$ cat config.mk
export PLATFORM = sky130hd
export DESIGN_NAME = diag_mode_control_regs
export DESIGN_NICKNAME = d
export VERILOG_FILES = /design/src/hw/diag_ctrl_pkg.sv /design/src/hw/diag_mode_control_regs.sv /design/src/hw/word_fifo.sv
export SDC_FILE = /design/constraint.sdc
export NUM_CORES = 1
export LEC_CHECK = 0
export BUFFER_PORTS_ARGS = -buffer_cell sky130_fd_sc_hd__buf_2
export CAP_MARGIN = 20
export CELL_PAD_IN_SITES_DETAIL_PLACEMENT = 1
export CELL_PAD_IN_SITES_GLOBAL_PLACEMENT = 2
export CORE_UTILIZATION = 35
export CTS_CLUSTER_DIAMETER = 100
export DETAILED_ROUTE_END_ITERATION = 10
export PLACE_DENSITY_LB_ADDON = 0.1
export SLEW_MARGIN = 15
export SYNTH_ARGS = -nofsm -noshare
export SYNTH_HDL_FRONTEND = slang
export SYNTH_HIERARCHICAL = 1
export SYNTH_SLANG_ARGS = --single-unit
$ cat constraint.sdc
create_clock -name clk_sys -period 3 [get_ports clk_sys]
set_clock_uncertainty 0.2 [all_clocks]
set_input_delay 0.6 -clock clk_sys [delete_from_list [all_inputs] [get_ports clk_sys]]
set_output_delay 0.6 -clock clk_sys [all_outputs]
set_load 0.05 [all_outputs]
$ cat src/hw/diag_ctrl_pkg.sv
// constants, codes and reset values shared by the diagnostic and maintenance control bank
// assumes one 25 MHz system clock; everything else is plain logic on that clock
package diag_ctrl_pkg;

	// ----------------------------------------------------------------
	// control channel byte layout
	// ----------------------------------------------------------------
	localparam logic [1:0] SEL_REG2      = 2'h1;  // ctrl_reg_select for diagnostic_gain_control
	localparam logic [1:0] SEL_REG3      = 2'h2;  // ctrl_reg_select for maintenance_tx_bits
	localparam int         DIAG_LSB      = 4;     // diag_select occupies bits 7:4
	localparam int         GAIN_BIT      = 3;     // converter_gain_sel
	localparam int         SWAP_BIT      = 2;     // role_swap
	localparam int         MAINT_LSB     = 2;     // maint_tx_bits occupy bits 7:2
	localparam logic [7:0] REG2_RESET    = 8'h01;
	localparam logic [7:0] REG3_RESET    = 8'hFE;

	// ----------------------------------------------------------------
	// diag_select codes
	// ----------------------------------------------------------------
	localparam logic [3:0] DIAG_NORMAL   = 4'h0;
	localparam logic [3:0] DIAG_BUSLOOP1 = 4'h1;  // 1..4: backplane_in looped to backplane_out
	localparam logic [3:0] DIAG_BUSLOOP4 = 4'h4;
	localparam logic [3:0] DIAG_RETLOOP1 = 4'h5;  // 5..8: backplane_out looped to backplane_in
	localparam logic [3:0] DIAG_RETLOOP4 = 4'h8;
	localparam logic [3:0] DIAG_TXLOOP   = 4'h9;  // line_transmit looped into the receiver
	localparam logic [3:0] DIAG_PULSE3   = 4'hA;
	localparam logic [3:0] DIAG_PULSE1   = 4'hB;
	localparam logic [3:0] DIAG_TONE     = 4'hC;
	localparam logic [3:0] DIAG_ILM      = 4'hD;  // insertion_loss_test
	localparam logic [3:0] DIAG_QUIET    = 4'hE;

	// ----------------------------------------------------------------
	// channels, data path and timing
	// ----------------------------------------------------------------
	localparam logic [1:0] CH_B1         = 2'h0;
	localparam logic [1:0] CH_B2         = 2'h1;
	localparam logic [1:0] CH_D          = 2'h2;
	localparam int         FIFO_DEPTH    = 16;
	localparam int         FIFO_WIDTH    = 10;    // {channel, byte}
	localparam logic [7:0] ILM_PAYLOAD   = 8'hFF; // all ones, scrambled further down the line
	localparam int         CLK_PERIOD_NS = 40;
	localparam int         PULSE_TIME_NS = 1500000;
	localparam int         PULSE_CYCLES  = PULSE_TIME_NS / CLK_PERIOD_NS;

	typedef enum logic [2:0] {TX_DATA, TX_QUIET, TX_PULSE, TX_TONE, TX_ILM} tx_mode_t;

	// looped channels for a loopback code, bit order {D, B2, B1}
	function automatic logic [2:0] loop_mask(input logic [3:0] code);
		logic [1:0] sub;
		sub = 2'(code - 4'h1);
		case (sub)
			2'h0:    loop_mask = 3'h1;
			2'h1:    loop_mask = 3'h2;
			2'h2:    loop_mask = 3'h3;
			default: loop_mask = 3'h7;
		endcase
	endfunction

endpackage

$ cat src/hw/diag_mode_control_regs.sv
// diagnostic/gain and transmit maintenance control registers, loaded from the backplane control channel
// assumes the controller, activation logic and line transceiver run on clk_sys; only the role strap and nrst are pins
`timescale 1ns/10ps
`default_nettype none
//
// Function
// - in a bus-in to bus-out loopback the backplane input still goes to the line while activated.
// - both loopback directions work in single-port and dual-port backplane setups alike.
// - in a bus-out to bus-in loopback line receive data still reaches the backplane output.
// - in a bus-out to bus-in loopback the unlooped input channels still go to the line while activated.
// - the line-out to line-in loopback returns all transmitted channels internally and still drives the line.
// - the line-out to line-in loopback transmits whatever the activation state.
// - isolated-pulse codes send exactly one pulse every 1.5 ms and nothing else.
// - the insertion loss code sends framed all-ones payload through the scrambler.
// - role_swap selects the opposite role's polynomials and activation sequence in either role.
// - select 1,0 loads the third register, which feeds the maintenance channel.
// - maintenance bits pass transparently except CRC positions, which carry the generated CRC.
// - reset loads 0x01 into the second register and 0xFE into the third.
module diag_mode_control_regs
	import diag_ctrl_pkg::*;
#(
	parameter int PULSE_PERIOD = PULSE_CYCLES
) (
	input  wire logic       clk_sys,
	input  wire logic       nrst,
	input  wire logic       ctrl_in_valid,
	input  wire logic [7:0] ctrl_in_byte,
	input  wire logic       line_termination_role,
	input  wire logic       activated,
	input  wire logic       frame_end,
	input  wire logic [5:0] crc_slot,
	input  wire logic [5:0] crc_bits,
	input  wire logic       backplane_in_valid,
	input  wire logic [7:0] backplane_in_data,
	input  wire logic [1:0] backplane_in_chan,
	output logic            backplane_in_ready,
	input  wire logic       line_rx_valid,
	input  wire logic [7:0] line_rx_data,
	input  wire logic [1:0] line_rx_chan,
	output logic            line_tx_valid,
	output logic      [7:0] line_tx_data,
	output logic      [1:0] line_tx_chan,
	input  wire logic       line_tx_ready,
	output logic            backplane_out_valid,
	output logic      [7:0] backplane_out_data,
	output logic      [1:0] backplane_out_chan,
	output var tx_mode_t    line_tx_mode,
	output logic            iso_pulse,
	output logic            iso_pulse_plus3,
	output logic            internal_loop,
	output logic            converter_gain_sel,
	output logic            use_nt_sequence,
	output logic      [3:0] diag_select,
	output logic      [5:0] maint_tx_bits,
	output logic            maint_tx_strobe
);
	typedef struct packed {
		logic [7:0]      reg2;
		logic [7:0]      reg3;
		logic [2:0]      role_sync;
		logic            role_lt;
		logic [15:0]     pulse_cnt;
		logic            pulse;
		logic            plus3;
		logic [5:0]      maint;
		logic            maint_stb;
		logic            tx_valid;
		logic [7:0]      tx_data;
		logic [1:0]      tx_chan;
		logic            bo_valid;
		logic [7:0]      bo_data;
		logic [1:0]      bo_chan;
		logic [2:0][7:0] rx_last;
		logic [1:0]      ilm_chan;
		logic            use_nt;
		logic            gain;
		tx_mode_t        mode;
		logic            int_loop;
	} ctrl_state_t;

	ctrl_state_t s_ff;
	ctrl_state_t nxt_s;
	logic [1:0]  rst_sync_ff;
	logic        rst_n_ff;
	logic        fifo_valid;
	logic [9:0]  fifo_word;
	logic        pop;
	logic [3:0]  diag;
	logic [2:0]  mask;
	logic        bus_loop;
	logic        ret_loop;
	logic        tx_loop;
	logic        pulse_mode;
	logic        ilm_mode;
	logic        send_ok;
	logic        out_free;
	logic [1:0]  fchan;
	logic [7:0]  fdata;

	// ----------------------------------------------------------------
	// reset release and data buffer
	// ----------------------------------------------------------------
	// release is synchronised so no flop sees a runt edge of nrst
	always_ff @(posedge clk_sys or negedge nrst) begin
		if (!nrst) begin
			rst_sync_ff <= 2'h0;
		end else begin
			rst_sync_ff <= {rst_sync_ff[0], 1'b1};
		end
	end
	assign rst_n_ff = rst_sync_ff[1];

	// backplane input waits here while the line is not taking data; full stalls the source
	word_fifo #(.WIDTH(FIFO_WIDTH), .DEPTH(FIFO_DEPTH)) u_in_fifo (
		.clk_sys   (clk_sys),
		.rst_n     (rst_n_ff),
		.in_valid  (backplane_in_valid),
		.in_data   ({backplane_in_chan, backplane_in_data}),
		.in_ready  (backplane_in_ready),
		.out_valid (fifo_valid),
		.out_data  (fifo_word),
		.out_ready (pop)
	);

	// ----------------------------------------------------------------
	// mode decode from the stored diagnostic register
	// ----------------------------------------------------------------
	assign diag       = s_ff.reg2[DIAG_LSB +: 4];
	assign mask       = loop_mask(diag);
	assign bus_loop   = (diag >= DIAG_BUSLOOP1) && (diag <= DIAG_BUSLOOP4);
	assign ret_loop   = (diag >= DIAG_RETLOOP1) && (diag <= DIAG_RETLOOP4);
	assign tx_loop    = (diag == DIAG_TXLOOP);
	assign pulse_mode = (diag == DIAG_PULSE3) || (diag == DIAG_PULSE1);
	assign ilm_mode   = (diag == DIAG_ILM);
	assign fchan      = fifo_word[9:8];
	assign fdata      = fifo_word[7:0];
	// line data flows when activated, or always in the internal loop; test codes own the line
	assign send_ok    = (activated || tx_loop) && (diag <= DIAG_TXLOOP);
	assign out_free   = !s_ff.tx_valid || line_tx_ready;
	// a bus-in loop must reach backplane_out even while the line is idle
	assign pop        = fifo_valid && out_free && !ilm_mode && (send_ok || bus_loop);

	// ----------------------------------------------------------------
	// next state
	// ----------------------------------------------------------------
	always_comb begin
		nxt_s           = s_ff;
		nxt_s.maint_stb = 1'b0;
		nxt_s.pulse     = 1'b0;
		nxt_s.bo_valid  = 1'b0;
		// role strap: third stage agrees with second before it counts
		nxt_s.role_sync = {s_ff.role_sync[1:0], line_termination_role};
		if (s_ff.role_sync[1] == s_ff.role_sync[2]) begin
			nxt_s.role_lt = s_ff.role_sync[2];
		end
		if (ctrl_in_valid) begin
			case (ctrl_in_byte[1:0])
				SEL_REG2: nxt_s.reg2 = ctrl_in_byte;
				SEL_REG3: nxt_s.reg3 = ctrl_in_byte;
				default: ;
			endcase
		end
		nxt_s.gain     = s_ff.reg2[GAIN_BIT];
		nxt_s.use_nt   = !s_ff.role_lt ^ s_ff.reg2[SWAP_BIT];
		nxt_s.int_loop = tx_loop;
		nxt_s.plus3    = (diag == DIAG_PULSE3);
		case (diag)
			DIAG_PULSE3, DIAG_PULSE1: nxt_s.mode = TX_PULSE;
			DIAG_TONE:                nxt_s.mode = TX_TONE;
			DIAG_ILM:                 nxt_s.mode = TX_ILM;
			DIAG_QUIET:               nxt_s.mode = TX_QUIET;
			4'hF:                     nxt_s.mode = TX_QUIET;   // reserved code kept silent
			default:                  nxt_s.mode = TX_DATA;
		endcase
		// one pulse per period, counter parked outside the pulse codes
		if (pulse_mode) begin
			if (s_ff.pulse_cnt == 16'(PULSE_PERIOD - 1)) begin
				nxt_s.pulse_cnt = 16'h0000;
				nxt_s.pulse     = 1'b1;
			end else begin
				nxt_s.pulse_cnt = 16'(s_ff.pulse_cnt + 1'b1);
			end
		end else begin
			nxt_s.pulse_cnt = 16'h0000;
		end
		// maintenance bits leave at each frame end, CRC slots replaced by local CRC
		if (frame_end) begin
			nxt_s.maint     = (s_ff.reg3[MAINT_LSB +: 6] & ~crc_slot) | (crc_bits & crc_slot);
			nxt_s.maint_stb = 1'b1;
		end
		// line receive: remember per channel for the return loop
		if (line_rx_valid && line_rx_chan != 2'h3) begin
			nxt_s.rx_last[line_rx_chan] = line_rx_data;
		end
		// line transmit
		if (out_free) begin
			nxt_s.tx_valid = 1'b0;
			if (ilm_mode) begin
				nxt_s.tx_valid = 1'b1;
				nxt_s.tx_data  = ILM_PAYLOAD;
				nxt_s.tx_chan  = s_ff.ilm_chan;
				nxt_s.ilm_chan = (s_ff.ilm_chan == CH_D) ? CH_B1 : 2'(s_ff.ilm_chan + 1'b1);
			end else if (pop && send_ok) begin
				nxt_s.tx_valid = 1'b1;
				nxt_s.tx_chan  = fchan;
				// looped channels carry what came back from the line; the rest pass through
				if (ret_loop && fchan != 2'h3 && mask[fchan]) begin
					nxt_s.tx_data = s_ff.rx_last[fchan];
				end else begin
					nxt_s.tx_data = fdata;
				end
			end
		end
		// backplane output: loop copies win; a colliding receive byte is dropped
		if (pop && (tx_loop || (bus_loop && fchan != 2'h3 && mask[fchan]))) begin
			nxt_s.bo_valid = 1'b1;
			nxt_s.bo_data  = fdata;
			nxt_s.bo_chan  = fchan;
		end else if (line_rx_valid && !tx_loop && !(bus_loop && line_rx_chan != 2'h3 && mask[line_rx_chan])) begin
			nxt_s.bo_valid = 1'b1;
			nxt_s.bo_data  = line_rx_data;
			nxt_s.bo_chan  = line_rx_chan;
		end
	end

	// control state register
	always_ff @(posedge clk_sys or negedge nrst) begin
		if (!nrst) begin
			s_ff <= '{reg2: REG2_RESET, reg3: REG3_RESET, mode: TX_DATA, default: '0};
		end else if (!rst_n_ff) begin
			s_ff <= '{reg2: REG2_RESET, reg3: REG3_RESET, mode: TX_DATA, default: '0};
		end else begin
			s_ff <= nxt_s;
		end
	end

	// ----------------------------------------------------------------
	// outputs, all from flops
	// ----------------------------------------------------------------
	assign line_tx_valid       = s_ff.tx_valid;
	assign line_tx_data        = s_ff.tx_data;
	assign line_tx_chan        = s_ff.tx_chan;
	assign backplane_out_valid = s_ff.bo_valid;
	assign backplane_out_data  = s_ff.bo_data;
	assign backplane_out_chan  = s_ff.bo_chan;
	assign line_tx_mode        = s_ff.mode;
	assign iso_pulse           = s_ff.pulse;
	assign iso_pulse_plus3     = s_ff.plus3;
	assign internal_loop       = s_ff.int_loop;
	assign converter_gain_sel  = s_ff.gain;
	assign use_nt_sequence     = s_ff.use_nt;
	assign diag_select         = s_ff.reg2[DIAG_LSB +: 4];
	assign maint_tx_bits       = s_ff.maint;
	assign maint_tx_strobe     = s_ff.maint_stb;
endmodule
`default_nettype wire

$ cat src/hw/word_fifo.sv
// synchronous word FIFO with valid/ready on both sides
// assumes a synchronous active-low reset copy from the instantiating module
`timescale 1ns/10ps
`default_nettype none
module word_fifo #(
	parameter int WIDTH = 10,
	parameter int DEPTH = 16
) (
	input  wire logic             clk_sys,
	input  wire logic             rst_n,
	input  wire logic             in_valid,
	input  wire logic [WIDTH-1:0] in_data,
	output logic                  in_ready,
	output logic                  out_valid,
	output logic      [WIDTH-1:0] out_data,
	input  wire logic             out_ready
);
	localparam int PW = $clog2(DEPTH);
	localparam int CW = $clog2(DEPTH + 1);
	localparam logic [PW-1:0] LAST = PW'(DEPTH - 1);
	localparam logic [CW-1:0] FULL = CW'(DEPTH);

	typedef struct packed {
		logic [DEPTH-1:0][WIDTH-1:0] mem;
		logic [PW-1:0]               wp;
		logic [PW-1:0]               rp;
		logic [CW-1:0]               count;
		logic                        full;
		logic                        empty;
	} fifo_state_t;

	fifo_state_t s_ff;
	fifo_state_t nxt_s;
	logic        push;
	logic        pop;

	// ----------------------------------------------------------------
	// next state
	// ----------------------------------------------------------------
	// full and empty are registered so both ready and valid leave straight from flops
	always_comb begin
		nxt_s = s_ff;
		push  = in_valid && !s_ff.full;
		pop   = out_ready && !s_ff.empty;
		if (push) begin
			nxt_s.mem[s_ff.wp] = in_data;
			nxt_s.wp = (s_ff.wp == LAST) ? '0 : PW'(s_ff.wp + 1'b1);
		end
		if (pop) begin
			nxt_s.rp = (s_ff.rp == LAST) ? '0 : PW'(s_ff.rp + 1'b1);
		end
		if (push && !pop) begin
			nxt_s.count = CW'(s_ff.count + 1'b1);
		end else if (pop && !push) begin
			nxt_s.count = CW'(s_ff.count - 1'b1);
		end
		nxt_s.full  = (nxt_s.count == FULL);
		nxt_s.empty = (nxt_s.count == '0);
	end

	always_ff @(posedge clk_sys) begin
		if (!rst_n) begin
			s_ff <= '{empty: 1'b1, default: '0};
		end else begin
			s_ff <= nxt_s;
		end
	end

	assign in_ready  = !s_ff.full;
	assign out_valid = !s_ff.empty;
	assign out_data  = s_ff.mem[s_ff.rp];

endmodule
`default_nettype wire

==> results.txt <==
----------------------------------------------------
[Synthesis]
  Post-synthesis net count ... ~1400
  Number of enable flip-flop cells after synthesis ... 0
  Gate count after technology mapping ... between 1000 and 1500
  Library cells used by synthesis ... 70
  Post-synthesis xor/xnor area fraction ... 0.0142
  Post-synth top area share ... 0.271
  Post-synthesis simple-gate area fraction ... 0.173
  Proportion of synthesized area in mux cells ... 0.184
  Share of synthesized area occupied by flip-flops and latches ... 0.460
  Leading cell types by total area after synthesis ... sky130_fd_sc_hd__dfxtp_1 27%, sky130_fd_sc_hd__dfrtp_1 18%, sky130_fd_sc_hd__mux2i_1 11%
  Avg Inst Size Synth ... 9.90 um2
  Leading cell types by count after synthesis ... 197 x sky130_fd_sc_hd__nand2_1, 175 x sky130_fd_sc_hd__dfxtp_1, 147 x sky130_fd_sc_hd__nor2_1
  Syn Std Cell Area ... 12900 um2
  Syn. warnings ... 6
  Cell with the most instances after synthesis ... sky130_fd_sc_hd__nand2_1
  Synthesized-area fraction occupied by ao, oa, aoi and oai cells ... 0.101
  Share of flip-flops with an asynchronous set or reset ... 0.357
  Commonest register cell after synthesis ... sky130_fd_sc_hd__dfxtp_1
  Post-synthesis adder-cell area fraction ... 0.00775
  Cell taking the most area after synthesis ... sky130_fd_sc_hd__dfxtp_1
  Main combinational cell family by area after synthesis ... multiplexers
  Number of storage elements in the synthesis netlist ... ~270

[GRT]
  Maximum number of pins on one net before global-route repair ... 110
  Number of global-route vias before repair ... 10200
  Number of antenna violations at the first check in global routing ... 0
  First-pass GRT wire length ... 61700 um
  Total global-route track usage ... 0.210
  Global-route congestion overflow total ... 0

[Worst setup path]
  Endpoint required time on the critical path ... 3.18 ns
  Crit Reg-Reg Endpoint ... backplane_out_data[1]
  Category of the most critical setup path ... reg2reg
  Timing startpoint of the critical path ... u_in_fifo/s_ff[7]
  Critical path endpoint category ... flip-flop
  Register-to-register setup slack ... between 0.07 and 0.08 ns
  Endpoint of the worst setup timing path ... backplane_out_data[1]
  Maximum net fanout on the critical path ... 6
  FF-to-FF Start ... u_in_fifo/s_ff[7]
  Worst reg2reg path depth ... 9
  CP Data Arrival Time ... 3.10 ns
  Launching element type of the critical path ... flip-flop

[Die]
  Placement Rows ... between 60 and 70
  Horizontal die dimension ... 194 um
  Core area ... 35900 um2
  Die Y-Extent ... 194 um
  Total die area ... 37700 um2
  Initial cell density of the core ... 0.360
  I/O pin count ... 91

[Placed design]
  DP HPWL ... ~27000 um
  Post-placement cell area ... between 10000 and 15000 um2
  Number of buffer cells added on primary ports ... 90
  RePlAce Congestion ... 0.789

[Route]
  Detailed Routing Iterations Pass 1 ... 4
  Via total after detailed routing ... 9813
  Post-route DRC ... 0
  Post-route ant nets ... 0
  Average detailed-routed wire length per instance ... 21.4 um
  Iteration-0 DRC Markers ... 506
  Wirelength, routed ... about 40000 um
  Via density per instance ... 5.28

[Clocking]
  Insertion delay of the later-clocked pin in the worst-skew pair ... 0.54 ns
  TritonCTS Sinks ... between 200 and 300
  CTS H-Tree Depth ... 2
  CTS Root Buffer Type ... sky130_fd_sc_hd__clkbuf_16
  TritonCTS clock tree ... yes
  Clock transition at the registers of the reported paths ... 0.06 ns
  Num CTS Buffers ... 34
  Maximum count of clock buffers along a single path ... 3

[Timing]
  Slew @ Worst Pin ... 0.706 ns
  Hold violation total from the final report ... 0
  Worst slew margin ... 0.529
  Number of failing setup endpoints in the final timing report ... 0
  Final critical-path required period ... 2.92 ns
  Portion of the clock cycle consumed by the worst path in the final layout ... 0.974
  Final Max Slew Viols ... 0
  Maximum operating frequency ... around 340 MHz

[Finish]
  Final standard cell area without fillers ... about 15000 um2
  Signed area change from the synthesized netlist to the final layout ... 17.6%
  Final antenna diode count ... 0
  Total Nets Final ... between 1000 and 1500
  Fraction of final layout cells sized beyond drive strength 1 ... 0.220

[Flow run]
  Count of maximum capacitance violations ... 0

[Power and ir drop]
  Max VDD drop ... 0.533 mV
  Leakage Power ... 0.00587 uW
  Power density relative to cell area ... 579 nW/um2
  PnR Total Power ... 8800 uW

[Hold path]
  Hold Path Origin ... ctrl_in_byte[5]
  Type of the most critical hold path ... in2reg

[Run status]
  Outcome ... complete, no violations

----------------------------------------------------
## cell type report
type	instances	area (um2)
fill	4005	20700
multi-input combinational	888	6470
sequential	272	5940
timing repair buffer	156	1030
clock buffer	51	995
tap	461	577
inverter	23	88.8
clock inverter	8	86.3
## critical path, stage by stage, from the launching register on
cell and delay, ns:
sky130_fd_sc_hd__dfxtp_4 0.39, sky130_fd_sc_hd__buf_4 0.13, sky130_fd_sc_hd__mux4_2 0.50, sky130_fd_sc_hd__a211oi_2 0.27, sky130_fd_sc_hd__buf_4 0.16, sky130_fd_sc_hd__a21oi_2 0.05
sky130_fd_sc_hd__o41a_1 0.43, sky130_fd_sc_hd__buf_6 0.20, sky130_fd_sc_hd__a2111oi_4 0.35, sky130_fd_sc_hd__a311oi_2 0.09
## sequential cells by signal (all words and copies together), names as in the netlist, 2 cells and up
name	flops
nxt_s	3
s_ff	51
maint_tx_bits	6
rst_sync_ff	2
line_tx_mode	3
u_in_fifo/s_ff	175
line_tx_data	8
backplane_out_chan	2
backplane_out_data	8
line_tx_chan	2
diag_select	4
## cells by family after synthesis
logic type	Yosys count
AOI/OAI and AO/OA	195
and+or+nand+nor	479
muxes	183
adders and majority gates	8
other	1
buffers and inverters	146
xor gates and xnor gates	21
DFF	272
## cells in the final DEF, fill, tap and decap left out, types with 6 or more instances in the layout
master / instances
sky130_fd_sc_hd__nand2_1: 196
sky130_fd_sc_hd__dfxtp_1: 172
sky130_fd_sc_hd__nor2_1: 147
sky130_fd_sc_hd__mux2i_1: 141
sky130_fd_sc_hd__a21oi_1: 104
sky130_fd_sc_hd__dfrtp_1: 91
sky130_fd_sc_hd__buf_2: 89
sky130_fd_sc_hd__buf_4: 56
sky130_fd_sc_hd__clkbuf_16: 34
sky130_fd_sc_hd__mux4_2: 32
sky130_fd_sc_hd__nand3_1: 23
sky130_fd_sc_hd__inv_1: 21
sky130_fd_sc_hd__xor2_1: 15
sky130_fd_sc_hd__nor2b_1: 13
sky130_fd_sc_hd__a211oi_1: 12
sky130_fd_sc_hd__o31ai_1: 11
sky130_fd_sc_hd__nand4_1: 10
sky130_fd_sc_hd__a2111oi_4: 9
sky130_fd_sc_hd__or4b_1: 9
sky130_fd_sc_hd__clkbuf_1: 9
sky130_fd_sc_hd__and2_1: 8
sky130_fd_sc_hd__nand2b_1: 8
sky130_fd_sc_hd__a311oi_1: 8
sky130_fd_sc_hd__o2bb2ai_1: 8
sky130_fd_sc_hd__nor3_1: 8
sky130_fd_sc_hd__o221ai_1: 8
sky130_fd_sc_hd__ha_1: 8
sky130_fd_sc_hd__clkbuf_8: 8
sky130_fd_sc_hd__mux4_1: 8
sky130_fd_sc_hd__nor2_4: 8
sky130_fd_sc_hd__o21ai_0: 7
sky130_fd_sc_hd__or3_1: 6
sky130_fd_sc_hd__xnor2_1: 6
sky130_fd_sc_hd__dfstp_2: 6
## metrics by stage
stage / setup TNS (ns) / utilization / std cells / worst slack, ns / hold slack (ns)
5_1_grt: -0.0933 / 0.423 / 1859 / -0.0321 / 0.119
4_1_cts: -0.0310 / 0.417 / 1858 / -0.0105 / 0.0993
3_5_place_dp: -3.26 / 0.384 / 1797 / -0.213 / 0.137
3_3_place_gp: -0.642 / 0.384 / 1797 / -0.0718 / 0.133
6_report: 0 / 0.423 / 1859 / 0.0768 / 0.122
2_1_floorplan: 0 / - / 1305 / 0.0283 / 0.104
## report_power, final
part / switching, uW / total, uW / internal [uW]
clock network: 1600 / 3990 / 2380
registers: 68.3 / 3790 / 3720
logic: 672 / 1020 / 347
## worst min-delay path by stage
stage,endpoint,slack (ns),depth (start not counted)
global route,s_ff[86],0.12,3
global placement,rst_sync_ff[1],0.13,0
floorplan,backplane_out_chan[0],0.10,0
CTS,s_ff[88],0.1,3
detailed placement,rst_sync_ff[1],0.14,0
finish,s_ff[88],0.12,3
## what timing repair did
action	CTS	global route
hold endpoints to repair	43	0
pin swaps	2	8
gates cloned	0	1
hold buffers	1	0
endpoints found under the setup margin	19	17
resized for setup	26	30
setup buffers	1	0
## routing by layer
| layer | vias up | share of wire | GRT usage |
|---|---|---|---|
| met4 | 0 | 0.024 | 0.0564 |
| met5 | - | 0 | 0 |
| met2 | 145 | 0.49 | 0.364 |
| met3 | 62 | 0.028 | 0.0270 |
| met1 | 4926 | 0.45 | 0.275 |
| li1 | 4680 | - | - |
(Power assumes the default switching activity.)
